### config.mk
export PLATFORM = sky130hd
export DESIGN_NAME = bem_top
export DESIGN_NICKNAME = d
export VERILOG_FILES = /design/src/core/bem_pkg.sv /design/src/core/bem_pend_track.sv /design/src/core/bem_top.sv
export SDC_FILE = /design/constraint.sdc
export NUM_CORES = 1
export LEC_CHECK = 0
export BUFFER_PORTS_ARGS = -buffer_cell sky130_fd_sc_hd__buf_4
export CAP_MARGIN = 40
export CORE_MARGIN = 2
export CORE_UTILIZATION = 30
export CTS_CLUSTER_DIAMETER = 100
export DETAILED_ROUTE_END_ITERATION = 12
export GPL_TIMING_DRIVEN = 0
export PLACE_DENSITY = 0.6
export SETUP_SLACK_MARGIN = 0.1
export SLEW_MARGIN = 20
export SYNTH_ARGS = -nofsm -noshare
export SYNTH_HDL_FRONTEND = slang
export SYNTH_HIERARCHICAL = 1
export SYNTH_SLANG_ARGS = --single-unit
### constraint.sdc
create_clock -name sys_clk -period 4 [get_ports sys_clk]
set_clock_uncertainty 0.2 [all_clocks]
set_input_delay 0 -clock sys_clk [delete_from_list [all_inputs] [get_ports sys_clk]]
set_output_delay 0 -clock sys_clk [all_outputs]
set_load 0.01 [all_outputs]
### src/core/bem_pkg.sv
// Functional notes
// [RULE1] Event 60H adds pending line reads per cycle.
// [RULE2] Read pending from issue until line received.
// [RULE3] Pending reads: L1D or L2 prefetch line reads.
// [RULE4] Pending excludes ownership reads, fetches, others.
// [RULE5] Event 61H counts each own stall assertion.
// [RULE6] Stall asserts when outstanding nears bus maximum.
// [RULE7] Each stall assertion lasts exactly two cycles.
// [RULE8] No new transaction issued while stall asserted.
// [RULE9] Event 62H counts data-valid bus cycles.
// [RULE10] Own agent: count only own data drives.
// [RULE11] Any agent: count every data-valid cycle.
// [RULE12] Event 63H counts cycles with lock asserted.
// [RULE13] Lock for uncacheable, split, uncacheable walk.
// [RULE14] Software should avoid bus locks entirely.
// [RULE15] Event 64H counts cycles receiving data.
// [RULE16] Event 65H counts qualifying burst read issues.
// [RULE17] Burst reads exclude ownership reads.
// [RULE18] Qualifiers accepted per event as listed.
// [RULE19] Selected event increments; unsupported codes add nothing.
package bem_pkg;
  // Register byte offsets on the AXI4-Lite bus.
  localparam logic [3:0] OFS_CTRL = 4'h0;
  localparam logic [3:0] OFS_COUNT = 4'h4;
  localparam logic [3:0] OFS_STATUS = 4'h8;
  // Control field positions.
  localparam int CTRL_CODE_LSB = 0;
  localparam int CTRL_CORE_ALL = 8;
  localparam int CTRL_AGENT_ALL = 9;
  localparam int CTRL_ENABLE = 10;
  localparam logic [31:0] CTRL_RESET = 32'h0000_0000;
  localparam logic [31:0] COUNT_RESET = 32'h0000_0000;
  // Supported event codes.
  localparam logic [7:0] EV_PEND_READ = 8'h60;
  localparam logic [7:0] EV_STALL_DRV = 8'h61;
  localparam logic [7:0] EV_DATA_VALID = 8'h62;
  localparam logic [7:0] EV_LOCK = 8'h63;
  localparam logic [7:0] EV_RCV_BUSY = 8'h64;
  localparam logic [7:0] EV_BURST_RD = 8'h65;
  // Transaction kinds and requesting sources.
  localparam logic [1:0] KIND_LINE_RD = 2'h0;
  localparam logic [1:0] KIND_OWN_RD = 2'h1;
  localparam logic [1:0] KIND_IFETCH = 2'h2;
  localparam logic [1:0] KIND_OTHER = 2'h3;
  localparam logic [1:0] SRC_L1D = 2'h0;
  localparam logic [1:0] SRC_L2PF = 2'h1;
  localparam logic [1:0] SRC_IFU = 2'h2;
  // Outstanding transaction level that triggers a stall.
  localparam logic [4:0] STALL_THRESH = 5'h0e;
  // Bus cycles per stall assertion.
  localparam int STALL_CYCLES = 2;
  localparam int TAG_W = 3;
  localparam int PEND_W = 4;
  localparam logic [1:0] RESP_OKAY = 2'h0;
  localparam logic [1:0] RESP_SLVERR = 2'h2;
  typedef enum logic [2:0] {
    ST_IDLE = 3'b001,
    ST_HOLD1 = 3'b010,
    ST_HOLD2 = 3'b100
  } bem_stall_e;
endpackage : bem_pkg

### src/core/bem_pend_track.sv
`timescale 1ns/1ps
`default_nettype none
module bem_pend_track (
  input wire logic sys_clk,
  input wire logic rst,
  input wire logic issueTake,
  input wire logic [bem_pkg::TAG_W-1:0] issueTag,
  input wire logic issueQual,
  input wire logic issueByCore,
  input wire logic doneValid,
  input wire logic [bem_pkg::TAG_W-1:0] doneTag,
  output logic [bem_pkg::PEND_W-1:0] pendCore,
  output logic [bem_pkg::PEND_W-1:0] pendAll
);
  localparam int DEPTH = 1 << bem_pkg::TAG_W;
  localparam int PEND_W = bem_pkg::PEND_W;
  logic [DEPTH-1:0] qualMem;
  logic [DEPTH-1:0] coreMem;
  logic addAll;
  logic addCore;
  logic subAll;
  logic subCore;

  // A tag remembers whether its read is tracked until the line is in.
  always_ff @(posedge sys_clk or posedge rst) begin
    if (rst) begin
      qualMem <= '0;
      coreMem <= '0;
    end else begin
      if (doneValid) begin
        qualMem[doneTag] <= 1'b0; // RULE2
      end
      if (issueTake) begin
        qualMem[issueTag] <= issueQual; // RULE3
        coreMem[issueTag] <= issueByCore;
      end
    end
  end

  // Count changes from issue and completion of tracked reads.
  assign addAll = issueTake & issueQual;
  assign addCore = addAll & issueByCore;
  assign subAll = doneValid & qualMem[doneTag];
  assign subCore = subAll & coreMem[doneTag];

  // Pending totals for this core and for all cores.
  always_ff @(posedge sys_clk or posedge rst) begin
    if (rst) begin
      pendAll <= '0;
      pendCore <= '0;
    end else begin
      pendAll <= pendAll + PEND_W'(addAll) - PEND_W'(subAll); // RULE2
      pendCore <= pendCore + PEND_W'(addCore) - PEND_W'(subCore);
    end
  end
endmodule : bem_pend_track
`default_nettype wire

### src/core/bem_top.sv
`timescale 1ns/1ps
`default_nettype none
module bem_top (
  input wire logic sys_clk,
  input wire logic rst,
  // AXI4-Lite slave.
  input wire logic [3:0] awaddr,
  input wire logic awvalid,
  output logic awready,
  input wire logic [31:0] wdata,
  input wire logic [3:0] wstrb,
  input wire logic wvalid,
  output logic wready,
  output logic [1:0] bresp,
  output logic bvalid,
  input wire logic bready,
  input wire logic [3:0] araddr,
  input wire logic arvalid,
  output logic arready,
  output logic [31:0] rdata,
  output logic [1:0] rresp,
  output logic rvalid,
  input wire logic rready,
  // Read transactions issued and completed by this processor, and burst reads of other agents.
  input wire logic issueValid,
  input wire logic [bem_pkg::TAG_W-1:0] issueTag,
  input wire logic [1:0] issueKind,
  input wire logic [1:0] issueSrc,
  input wire logic issueCacheable,
  input wire logic issueByCore,
  input wire logic doneValid,
  input wire logic [bem_pkg::TAG_W-1:0] doneTag,
  input wire logic extBurstRd,
  // Stall generation and observation.
  input wire logic [4:0] txnOutstanding,
  input wire logic extStallRise,
  // Data-valid, lock and receive activity.
  input wire logic ownDataDrive,
  input wire logic anyDataValid,
  input wire logic lockUncached,
  input wire logic lockSplit,
  input wire logic lockWalkUc,
  input wire logic lockByCore,
  input wire logic extLock,
  input wire logic rcvBusy,
  input wire logic rcvByCore,
  // Driven bus signals.
  output logic busStall,
  output logic issueOk,
  output logic busLock
);
  logic [31:0] ctrl;
  logic [31:0] count;
  logic [7:0] evCode;
  logic coreAll;
  logic agentAll;
  logic enable;
  logic awHeld;
  logic wHeld;
  logic [3:0] awAddrQ;
  logic [31:0] wDataQ;
  logic [3:0] wStrbQ;
  logic wrStb;
  logic cntWr;
  logic [31:0] rdMux;
  logic rdHit;
  bem_pkg::bem_stall_e stState;
  bem_pkg::bem_stall_e next_stState;
  logic stallRise;
  logic issueTake;
  logic pendQual;
  logic burstQual;
  logic [bem_pkg::PEND_W-1:0] pendCore;
  logic [bem_pkg::PEND_W-1:0] pendAll;
  logic [bem_pkg::PEND_W-1:0] inc;
  logic ownLockReq;
  localparam int PEND_W = bem_pkg::PEND_W;

  //////////////////////////////////////////////////////////////////////////
  // Helpers.

  // Merges write data into a register under the byte strobes.
  function automatic logic [31:0] mergeBytes(input logic [31:0] old,
                                             input logic [31:0] nw,
                                             input logic [3:0] strb);
    logic [31:0] res;
    res = old;
    for (int i = 0; i < 4; i++) begin
      if (strb[i]) begin
        res[i*8 +: 8] = nw[i*8 +: 8];
      end
    end
    return res;
  endfunction : mergeBytes

  // Passes an activity when it matches the core and agent selection.
  function automatic logic qualOk(input logic selCoreAll, input logic selAgentAll,
                                  input logic byCore, input logic byAgent);
    return (selCoreAll | byCore) & (selAgentAll | byAgent);
  endfunction : qualOk

  assign evCode = ctrl[bem_pkg::CTRL_CODE_LSB +: 8];
  assign coreAll = ctrl[bem_pkg::CTRL_CORE_ALL];
  assign agentAll = ctrl[bem_pkg::CTRL_AGENT_ALL];
  assign enable = ctrl[bem_pkg::CTRL_ENABLE];

  //////////////////////////////////////////////////////////////////////////
  // AXI4-Lite write channel.

  // Address and data are caught in either order; the response follows both.
  always_ff @(posedge sys_clk or posedge rst) begin
    if (rst) begin
      awready <= 1'b1;
      wready <= 1'b1;
      awHeld <= 1'b0;
      wHeld <= 1'b0;
      awAddrQ <= 4'h0;
      wDataQ <= 32'h0000_0000;
      wStrbQ <= 4'h0;
      bvalid <= 1'b0;
      bresp <= bem_pkg::RESP_OKAY;
    end else begin
      if (awvalid && awready) begin
        awHeld <= 1'b1;
        awAddrQ <= awaddr;
        awready <= 1'b0;
      end
      if (wvalid && wready) begin
        wHeld <= 1'b1;
        wDataQ <= wdata;
        wStrbQ <= wstrb;
        wready <= 1'b0;
      end
      if (wrStb) begin
        awHeld <= 1'b0;
        wHeld <= 1'b0;
        bvalid <= 1'b1;
        bresp <= (awAddrQ == bem_pkg::OFS_CTRL || awAddrQ == bem_pkg::OFS_COUNT ||
                  awAddrQ == bem_pkg::OFS_STATUS) ? bem_pkg::RESP_OKAY
                                                  : bem_pkg::RESP_SLVERR;
      end
      if (bvalid && bready) begin
        bvalid <= 1'b0;
        awready <= 1'b1;
        wready <= 1'b1;
      end
    end
  end

  assign wrStb = awHeld & wHeld & ~bvalid;
  assign cntWr = wrStb & (awAddrQ == bem_pkg::OFS_COUNT);

  // Control register; status is read-only and ignores writes.
  always_ff @(posedge sys_clk or posedge rst) begin
    if (rst) begin
      ctrl <= bem_pkg::CTRL_RESET;
    end else if (wrStb && awAddrQ == bem_pkg::OFS_CTRL) begin
      ctrl <= mergeBytes(ctrl, wDataQ, wStrbQ) & 32'h0000_07ff;
    end
  end

  //////////////////////////////////////////////////////////////////////////
  // AXI4-Lite read channel.

  // Read data mux; unmapped offsets read zero with an error response.
  always_comb begin
    rdMux = 32'h0000_0000;
    rdHit = 1'b1;
    case (araddr)
      bem_pkg::OFS_CTRL: rdMux = ctrl;
      bem_pkg::OFS_COUNT: rdMux = count;
      bem_pkg::OFS_STATUS: rdMux = {22'h0, busLock, busStall, pendCore, pendAll};
      default: rdHit = 1'b0;
    endcase
  end

  // One read at a time, answered the cycle after the address is taken.
  always_ff @(posedge sys_clk or posedge rst) begin
    if (rst) begin
      arready <= 1'b1;
      rvalid <= 1'b0;
      rdata <= 32'h0000_0000;
      rresp <= bem_pkg::RESP_OKAY;
    end else begin
      if (arvalid && arready) begin
        arready <= 1'b0;
        rvalid <= 1'b1;
        rdata <= rdMux;
        rresp <= rdHit ? bem_pkg::RESP_OKAY : bem_pkg::RESP_SLVERR;
      end
      if (rvalid && rready) begin
        rvalid <= 1'b0;
        arready <= 1'b1;
      end
    end
  end

  //////////////////////////////////////////////////////////////////////////
  // Bus stall generation.

  // A stall lasts two cycles and starts when the bus is nearly full.
  always_comb begin
    next_stState = stState;
    unique case (stState)
      bem_pkg::ST_IDLE: begin
        if (txnOutstanding >= bem_pkg::STALL_THRESH) begin
          next_stState = bem_pkg::ST_HOLD1; // RULE6
        end
      end
      bem_pkg::ST_HOLD1: next_stState = bem_pkg::ST_HOLD2; // RULE7
      bem_pkg::ST_HOLD2: next_stState = bem_pkg::ST_IDLE;
      default: next_stState = bem_pkg::ST_IDLE;
    endcase
  end

  // State, stall output and issue permission share one next value.
  always_ff @(posedge sys_clk or posedge rst) begin
    if (rst) begin
      stState <= bem_pkg::ST_IDLE;
      busStall <= 1'b0;
      issueOk <= 1'b1;
    end else begin
      stState <= next_stState;
      busStall <= (next_stState != bem_pkg::ST_IDLE); // RULE7
      issueOk <= (next_stState == bem_pkg::ST_IDLE); // RULE8
    end
  end

  assign stallRise = busStall & (stState == bem_pkg::ST_HOLD1); // RULE5

  //////////////////////////////////////////////////////////////////////////
  // Transaction classification and lock drive.

  // Only permitted issues are taken; a request during a stall is dropped.
  assign issueTake = issueValid & issueOk; // RULE8
  // Cacheable line reads from the data cache or level-two prefetch only.
  assign pendQual = issueKind == bem_pkg::KIND_LINE_RD && issueCacheable &&
                    (issueSrc == bem_pkg::SRC_L1D || issueSrc == bem_pkg::SRC_L2PF); // RULE3 RULE4
  // Burst reads add cacheable instruction fetch misses, never ownership reads.
  assign burstQual = pendQual || (issueKind == bem_pkg::KIND_IFETCH && issueCacheable &&
                     issueSrc == bem_pkg::SRC_IFU); // RULE16 RULE17

  bem_pend_track u_pend (
    .sys_clk(sys_clk),
    .rst(rst),
    .issueTake(issueTake),
    .issueTag(issueTag),
    .issueQual(pendQual),
    .issueByCore(issueByCore),
    .doneValid(doneValid),
    .doneTag(doneTag),
    .pendCore(pendCore),
    .pendAll(pendAll)
  );

  assign ownLockReq = lockUncached | lockSplit | lockWalkUc;

  // The lock line is held for locked uncacheable, split and walk accesses.
  always_ff @(posedge sys_clk or posedge rst) begin
    if (rst) begin
      busLock <= 1'b0;
    end else begin
      busLock <= ownLockReq; // RULE13
    end
  end

  //////////////////////////////////////////////////////////////////////////
  // Event selection and counter.

  // Per-cycle increment of the selected event with its qualifiers.
  always_comb begin
    inc = '0;
    case (evCode) // RULE19
      bem_pkg::EV_PEND_READ: begin
        // A read counts in its issue cycle and until its line is in.
        inc = (coreAll ? pendAll : pendCore) +
              PEND_W'(issueTake & pendQual & (coreAll | issueByCore)); // RULE1 RULE2
      end
      bem_pkg::EV_STALL_DRV: begin
        inc = PEND_W'(stallRise | (agentAll & extStallRise)); // RULE5 RULE18
      end
      bem_pkg::EV_DATA_VALID: begin
        inc = PEND_W'(agentAll ? anyDataValid : ownDataDrive); // RULE9 RULE10 RULE11
      end
      bem_pkg::EV_LOCK: begin
        inc = PEND_W'((busLock & qualOk(coreAll, agentAll, lockByCore, 1'b1)) |
                      (extLock & agentAll)); // RULE12 RULE18
      end
      bem_pkg::EV_RCV_BUSY: begin
        inc = PEND_W'(rcvBusy & (coreAll | rcvByCore)); // RULE15 RULE18
      end
      bem_pkg::EV_BURST_RD: begin
        inc = PEND_W'(issueTake & burstQual &
                      qualOk(coreAll, agentAll, issueByCore, 1'b1)) +
              PEND_W'(extBurstRd & agentAll); // RULE16 RULE18
      end
      default: inc = '0;
    endcase
  end

  // A software write to the counter wins over that cycle's increment.
  always_ff @(posedge sys_clk or posedge rst) begin
    if (rst) begin
      count <= bem_pkg::COUNT_RESET;
    end else if (cntWr) begin
      count <= mergeBytes(count, wDataQ, wStrbQ);
    end else if (enable) begin
      count <= count + 32'(inc); // RULE19
    end
  end
endmodule : bem_top
`default_nettype wire

==> impl_results.md, run 1 <==
- Register-to-register path setup slack: 0.30 ns
- Final core area utilization: 0.416
- Part of the power in registers: 0.457
- Initial Utilization: 0.302
- Net switching power figure: 1.84 mW
- Clock latency at the later pin of the worst-skew pair: 0.43 ns
- Number of DRC markers in iteration 0: 348
- Placed instance count: 1126
- Part of the cycle the worst path needs: 0.924
- Maximum number of pins on one net before global-route repair: 72
- Global router's overall resource usage: 0.153
- Flops & latches, synth: 154
- Combined area of all synthesized cells: 0.00755 mm²
- Clock period minus final worst setup slack: 3.70 ns
- Row count: 58
- Via-per-instance ratio: 4.86
- First-pass GRT wire length: 31600 µm
- Detail Route Antenna Nets: 0
- Internal power component: 3.84 mW
- Clock buffer count from CTS: 17
- Number of antenna violations at the first check in global routing: 0
- Routed vias: 6040
- Clock tree root driver cell: sky130_fd_sc_hd__clkbuf_16
- Area of the die: 0.0264 mm²
- CTS sink count: 154
- CTS max path bufs: 2
- Proportion of power drawn by combinational gates: 0.267
- Worst Hold Class: in2reg
- Number of iterations in the first detailed-routing pass: 4
- Half-perimeter wire length after detailed placement: 14500 µm
- Critical Setup Path Class: reg2reg
- Main area contributors after synthesis: sky130_fd_sc_hd__dfrtp_1 (49%), sky130_fd_sc_hd__mux2_2 (11%), sky130_fd_sc_hd__a22o_1 (2.6%), sky130_fd_sc_hd__nand2_1 (2.5%), sky130_fd_sc_hd__ha_1 (2.5%)
- Maximum ir drop on the vdd rail: 0.000284 V
- Placed instance area: 0.00893 mm²
- Worst max-slew margin expressed relative to the limit: 0.568
- Capture point of the critical path: count[26]
- Leading register cell type out of synthesis: sky130_fd_sc_hd__dfrtp_1
- Finish-stage setup viols: 0
- Crit path launch type: register
- Post-detailed-route wirelength per cell: 16.1 µm
- Clock power frac: 0.275
- CTS tree: yes
- Critical path launch point: issueOk
- Std-Cell Core Area: 0.0250 mm²
- DIE WIDTH: 163 µm
- Multiplexer share of the synthesized area: 0.132
- RSZ-0062 raised after global routing: true
- Top fanout value on the critical path: 5
- Upper clock frequency limit: 0.270 GHz
- Total power divided by cell area: 546 mW/mm²
- Antenna diode count: 0
- Final hold viol count: 0
- Clock-pin slew reported for the worst setup and hold paths after clock tree synthesis: 0.06 ns
- H-Tree Level Count: 4
- Most area-hungry cell type in the Yosys netlist: sky130_fd_sc_hd__dfrtp_1
- Cells after synthesis: 672
- Leak Pwr: 4.64 nW
- Ports placed on the boundary: 125
- RD Place Congestion: 0.815
- Total power draw: 5.68 mW
- Layout filler cell count: 2401
- Largest family of logic cells by synthesized area: simple AND/OR/NAND/NOR gates
- Total count of max-transition violations in the final report: 0
- Max capacitance violation total: 0
- Count of flip-flops with a built-in enable after synthesis: 0
- Total Nets Final: 999
- R2R Path Start: issueOk
- Total detailed-routing wirelength: 20000 µm
- Synth Area in Compound Gates: 0.139
- R2r worst-path depth: 17
- Required @ worst endpoint: 4.15 ns
- Pin slew with the least headroom to its limit: 0.647 ns
- Fraction of layout cells with a size suffix above 1: 0.301
- Endpoint kind of the worst setup timing path: register
- Number of remaining DRC errors: 0
- Worst r2r dst: count[26]
- Synth warnings: 6
- Number of unique standard cell types used by synthesis: 70
- Die height: 163 µm
- CP arrival: 3.84 ns
- Post-route design area: 0.0104 mm²
- XOR/XNOR share of the synthesized area: 0.0104
- Number of standard cells in the layout, taps in and fillers out: 1243
- Fraction of synthesis flops using an asynchronous set or reset pin: 1.00
- Switch share: 0.324
- Area overhead of the layout relative to synthesis: 37.8%
- Vias in the first global route: 5981
- Fraction of the mapped netlist area in simple logic gates: 0.140
- Adder-cell share of the synthesized area: 0.0328
- Aggregate global routing overflow: 0
- Input/output buffers: 120
- Outcome: complete, no violations
- Yosys top cell area share: 0.494
- Proportion of synthesized chip area in sequential cells: 0.512
- Avg Synthesized Cell Area: 11.2 µm²
-- power by group through the flow --
stage                     registers, mW  logic, mW  clock network, mW
after detailed placement           2.61       1.44                  0
final                              2.60       1.52               1.56
after CTS                          2.59       1.53               1.60
after global placement             2.59       1.40                  0
after global routing               2.67       1.69               1.66
after floorplan                    2.47       1.01                  0
-- worst min path at each step --
stage	startpoint	cells after the start	slack, ns	to
finish	issueKind[1]	6	0.02	u_pend/pendCore[0]
global placement	awvalid	2	-0.03	awready
global route	issueKind[1]	6	0.07	u_pend/pendCore[0]
detailed placement	rst	2	-0.14	rdata[2]
CTS	issueKind[1]	6	0.009	u_pend/pendCore[0]
floorplan	rst	1	-0.19	u_pend/coreMem[0]
-- state kept, by name, indices dropped and copies added (netlist names), 3 cells and up --
signal           cells
awAddrQ              4
count               32
ctrl                11
rdata               32
stState              3
u_pend/coreMem       8
u_pend/pendAll       4
u_pend/pendCore      4
u_pend/qualMem       8
wDataQ              32
wStrbQ               4
-- worst max-delay path: stages (launching register included) --
cell and delay (ns):
sky130_fd_sc_hd__dfstp_2 0.53, sky130_fd_sc_hd__and2_1 0.13, sky130_fd_sc_hd__o211ai_1 0.11, sky130_fd_sc_hd__nor2_1 0.14, sky130_fd_sc_hd__ha_1 0.16, sky130_fd_sc_hd__nor3_1 0.04
sky130_fd_sc_hd__nor4_1 0.27, sky130_fd_sc_hd__a22oi_1 0.14, sky130_fd_sc_hd__a211oi_2 0.16, sky130_fd_sc_hd__ha_2 0.21, sky130_fd_sc_hd__inv_1 0.05, sky130_fd_sc_hd__fa_2 0.37
sky130_fd_sc_hd__nor2b_4 0.15, sky130_fd_sc_hd__o31a_1 0.13, sky130_fd_sc_hd__buf_4 0.16, sky130_fd_sc_hd__nand4_4 0.14, sky130_fd_sc_hd__o31a_1 0.33, sky130_fd_sc_hd__nor3_2 0.18
-- through the flow --
step / hold slack (ns) / setup TNS [ns] / worst slack (ns)
after floorplan: -0.185 / 0 / 0.337
after global placement: -0.0306 / -169.42 / -1.34
after detailed placement: -0.140 / -2.48 / -0.320
after CTS: 0.00865 / 0 / 0.0435
after global routing: 0.0733 / 0 / 0.0457
final: 0.0164 / 0 / 0.302
-- synth_stat cells, types with 10 or more instances --
cell	instances
sky130_fd_sc_hd__mux2_2	73
sky130_fd_sc_hd__inv_1	30
sky130_fd_sc_hd__nor3_1	18
sky130_fd_sc_hd__clkbuf_1	20
sky130_fd_sc_hd__and3_1	10
sky130_fd_sc_hd__o21ai_0	29
sky130_fd_sc_hd__mux2i_1	12
sky130_fd_sc_hd__a22oi_1	13
sky130_fd_sc_hd__nand3_1	18
sky130_fd_sc_hd__a21oi_1	14
sky130_fd_sc_hd__ha_1	15
sky130_fd_sc_hd__nor2_1	40
sky130_fd_sc_hd__dfrtp_1	149
sky130_fd_sc_hd__nand2_1	51
sky130_fd_sc_hd__a22o_1	22
-- area by class of cell --
| cell class | count | area (µm²) | share of cell area |
|---|---|---|---|
| inverter | 30 | 120 | 0.0116 |
| buffer | 29 | 131 | 0.0126 |
| clock buffer | 18 | 429 | 0.0413 |
| sequential | 154 | 3860 | 0.371 |
| timing repair buffer | 208 | 1800 | 0.173 |
| clock inverter | 14 | 138 | 0.0132 |
| multi-input combinational | 460 | 3500 | 0.337 |
| tap | 330 | 413 | 0.0397 |
-- routing by layer --
metal,global-route usage,vias to the layer above,wire [µm]
li1,-,2963,-
met1,0.215,2939,9810
met2,0.241,121,9270
met3,0.0298,17,653
met4,0.0463,0,292
met5,0,-,0
-- timing repair --
action / 4_1_cts / 5_1_grt
endpoints found under the setup margin: 12 / 13
hold endpoints to repair: 224 / 0
buffers inserted: 3 / 2
gates cloned: 0 / 1
hold buffers: 80 / 0
pin swaps: 1 / 5
gates resized for setup: 4 / 7
-- logic make-up (layout without fill, tap and decap cells) --
| group | Yosys count | after routing |
|---|---|---|
| flops | 154 | 154 |
| mux | 88 | 88 |
| fa+ha+maj | 18 | 18 |
| other cells | 1 | 2 |
| simple gates | 194 | 195 |
| buf+inv | 60 | 299 |
| xor+xnor | 9 | 9 |
| compound gates | 148 | 148 |
-- cells in the final DEF (no fill, tap or decap), drive strengths merged, types with 4 or more instances in the layout --
master	n
clkbuf	38
nor2b	4
buf	137
a211oi	7
a311oi	4
a21oi	14
a22oi	13
mux2	74
a21o	5
nor4	8
nand2	51
ha	15
nand2b	5
nand3	18
nor3	18
and2	6
mux2i	12
o22ai	7
inv	35
o211ai	7
nand4	11
dfrtp	149
a31oi	7
a22o	22
and3	10
nor2	40
dlygate4sd3	80
clkinv	5
dfstp	5
nor3b	5
xnor2	8
o31ai	6
o21ai	31
and4	4
(Power assumes the default switching activity.)
==> inputs of run 2 (changes only) <==
--- a/config.mk
+++ b/config.mk
@@ -9,2 +9,4 @@
 export CAP_MARGIN = 40
+export CELL_PAD_IN_SITES_DETAIL_PLACEMENT = 1
+export CELL_PAD_IN_SITES_GLOBAL_PLACEMENT = 1
 export CORE_MARGIN = 2
@@ -14,3 +16,3 @@
 export GPL_TIMING_DRIVEN = 0
-export PLACE_DENSITY = 0.6
+export PLACE_DENSITY = 0.69
 export SETUP_SLACK_MARGIN = 0.1
==> constraint.sdc (replaced) <==
create_clock -name sys_clk -period 4 [get_ports sys_clk]
set_clock_uncertainty 0.2 [all_clocks]
set_input_delay 0.6 -clock sys_clk [delete_from_list [all_inputs] [get_ports sys_clk]]
set_output_delay 0.6 -clock sys_clk [all_outputs]
set_load 0.01 [all_outputs]
==> run 2 against run 1 <==
Net effect: utilization fell by 2.6 points; die area is the same; hold slack better by 0.11 ns; sequential share of layout area rose by 2.5 points; design area down 6.2%; flip-flop and latch count unchanged; via count down 2.2%; critical endpoint is now count[28]; largest cell class unchanged.
==> impl_results.md, run 2 (synthesis results as in run 1) <==
- Outcome: complete, no violations
- Input/output buffers: 120
- Area occupied by registers: 0.00386 mm²
- Worst-case setup slack after placement: -0.424 ns
- Antenna diode count: 0
- Upper clock frequency limit: 0.266 GHz
- CTS max path bufs: 2
- Finish-stage setup viols: 0
- CTS tree: yes
- DIE WIDTH: 163 µm
- Std-Cell Core Area: 0.0250 mm²
- Area overhead of the layout relative to synthesis: 29.2%
- Final hold viol count: 0
- H-Tree Level Count: 4
- Aggregate global routing overflow: 0
- Crit path launch type: register
- Clock buffer count from CTS: 17
- Slowest CP cell: sky130_fd_sc_hd__dfstp_2
- Via-per-instance ratio: 5.04
- Maximum ir drop on the vdd rail: 0.000241 V
- Total Nets Final: 928
- Total power draw: 5.73 mW
- Leak Pwr: 4.35 nW
- Number of DRC markers in iteration 0: 213
- CTS sink count: 154
- Clock period minus final worst setup slack: 3.76 ns
- Total Neg Setup Slack: 0 ns
- Ports placed on the boundary: 125
- RSZ-0062 raised after global routing: true
- Top fanout value on the critical path: 5
- Number of antenna violations at the first check in global routing: 0
- Largest incremental delay on the critical path: 0.53 ns
- Layout filler cell count: 2805
- Worst max-slew margin expressed relative to the limit: 0.510
- Most common cell after layout, fill and taps aside: sky130_fd_sc_hd__dfrtp_1
- Clock latency at the later pin of the worst-skew pair: 0.43 ns
- Placed instance area: 0.00899 mm²
- Number of remaining DRC errors: 0
- Half-perimeter wire length after detailed placement: 15800 µm
- Total count of max-transition violations in the final report: 0
- Pin slew with the least headroom to its limit: 0.729 ns
- Leading cell types in the layout, fill and taps excluded: sky130_fd_sc_hd__dfrtp_1 (148), sky130_fd_sc_hd__buf_4 (131), sky130_fd_sc_hd__mux2_2 (73), sky130_fd_sc_hd__nand2_1 (51), sky130_fd_sc_hd__nor2_1 (40)
- Worst Hold Class: in2reg
- Total power divided by cell area: 588 mW/mm²
- Maximum number of pins on one net before global-route repair: 34
- Post-route design area: 0.00975 mm²
- Required @ worst endpoint: 4.11 ns
- RD Place Congestion: 0.790
- Die height: 163 µm
- Fraction of layout cells with a size suffix above 1: 0.341
- Global router's overall resource usage: 0.166
- Number of iterations in the first detailed-routing pass: 4
- Max capacitance violation total: 0
- Cell Chain, Critical Path: and2_4 > o211ai_1 > nor2_1 > ha_1 > nor3_1 > nor4_1 > a22oi_1 > a211oi_2 > ha_2 > inv_2 > fa_2 > nor2b_4 > o31a_1 > buf_6 > nand4_4 > o32a_1 > o31a_1
- Post-detailed-route wirelength per cell: 18.1 µm
- CP arrival: 3.88 ns
- Count of buffering cells on the critical path with inverters included: 2
- Clock tree root driver cell: sky130_fd_sc_hd__clkbuf_16
- Initial Utilization: 0.302
- Leading registers by flop count: count: 32 flops, rdata: 32 flops, wDataQ: 32 flops
- Placed instance count: 1129
- Detail Route Antenna Nets: 0
- First-pass GRT wire length: 34500 µm
- Most numerous cell on the critical path: sky130_fd_sc_hd__o31a_1
- Row count: 58
- Part of the cycle the worst path needs: 0.941
- Vias in the first global route: 6312
- Total detailed-routing wirelength: 21200 µm
- Area of the die: 0.0264 mm²
- Routed vias: 5906
- Area of the multi-input gates: 0.00353 mm²
- Min setup slack post-route: 0.235 ns
- Clock-pin slew reported for the worst setup and hold paths after clock tree synthesis: 0.07 ns
- Top cell family by delay on the critical path: compound AO/OA/AOI/OAI gates
- Register-to-register path setup slack: 0.24 ns
- Endpoint kind of the worst setup timing path: register
- Critical Setup Path Class: reg2reg
- Number of standard cells in the layout, taps in and fillers out: 1172
==> run 2: cell types whose count changed in the layout (fill, tap and decap cells not counted), sizes merged <==
cell / change
inv: +1
dlygate4sd3: -79
buf: +8
clkinv: -1
==> run 2: repair_timing <==
item                       in CTS  in global routing
pin swaps                       2                  8
buffers inserted                5                  5
cloned                          1                  0
hold buffers                    1                  0
hold endpoints to repair        8                  0
setup endpoints to repair      15                 12
resized for setup               6                 11
==> run 2: path summary, 6_finish.rpt <==
| path | cells past startpoint | startpoint | endpoint |
|---|---|---|---|
| min reg2reg | 1 | stState[1] | stState[1] |
| max reg2reg | 17 | issueOk | count[28] |
| min in group asynchronous | 3 | rst | u_pend/qualMem[3] |
| max in group asynchronous | 5 | rst | wready |
| min | 2 | arvalid | arready |
| max | 17 | issueOk | count[28] |
==> run 2: routing by layer <==
| layer | GRT usage | part of all wire | vias up |
|---|---|---|---|
| met5 | 0 | 0 | - |
| met4 | 0.0390 | 0.010 | 0 |
| met3 | 0.0354 | 0.038 | 18 |
| met2 | 0.261 | 0.45 | 96 |
| met1 | 0.236 | 0.50 | 3000 |
| li1 | - | - | 2792 |
==> run 2: power by group <==
part / internal, mW / total [mW] / switching (mW)
logic: 0.814 / 1.48 / 0.669
clock network: 0.899 / 1.62 / 0.722
registers: 2.10 / 2.63 / 0.523
==> run 2: area by class of cell <==
class | instances | area share
well taps | 330 | 0.0423
clock buffers | 18 | 0.0450
clock inverters | 14 | 0.0158
inverters | 30 | 0.0119
multi-input cells | 460 | 0.362
plain buffers | 29 | 0.0135
repair buffers | 137 | 0.114
flip-flops and latches | 154 | 0.396
==> run 2: worst register-to-register path, delay by kind of cell (launching register included) <==
family / cells / cell delay (ns)
AO/OA/AOI/OAI: 6 / 1.07
AND/OR/NAND/NOR: 6 / 0.93
adder cells (fa/ha/maj): 3 / 0.75
flip-flops: 1 / 0.53
buffers and inverters: 2 / 0.17
==> run 2: through the flow <==
step | hold WS [ns] | util
final | 0.124 | 0.391
after global routing | 0.124 | 0.391
after CTS | 0.114 | 0.387
after detailed placement | 0.252 | 0.360
after global placement | 0.236 | 0.355
after floorplan | 0.224 | -
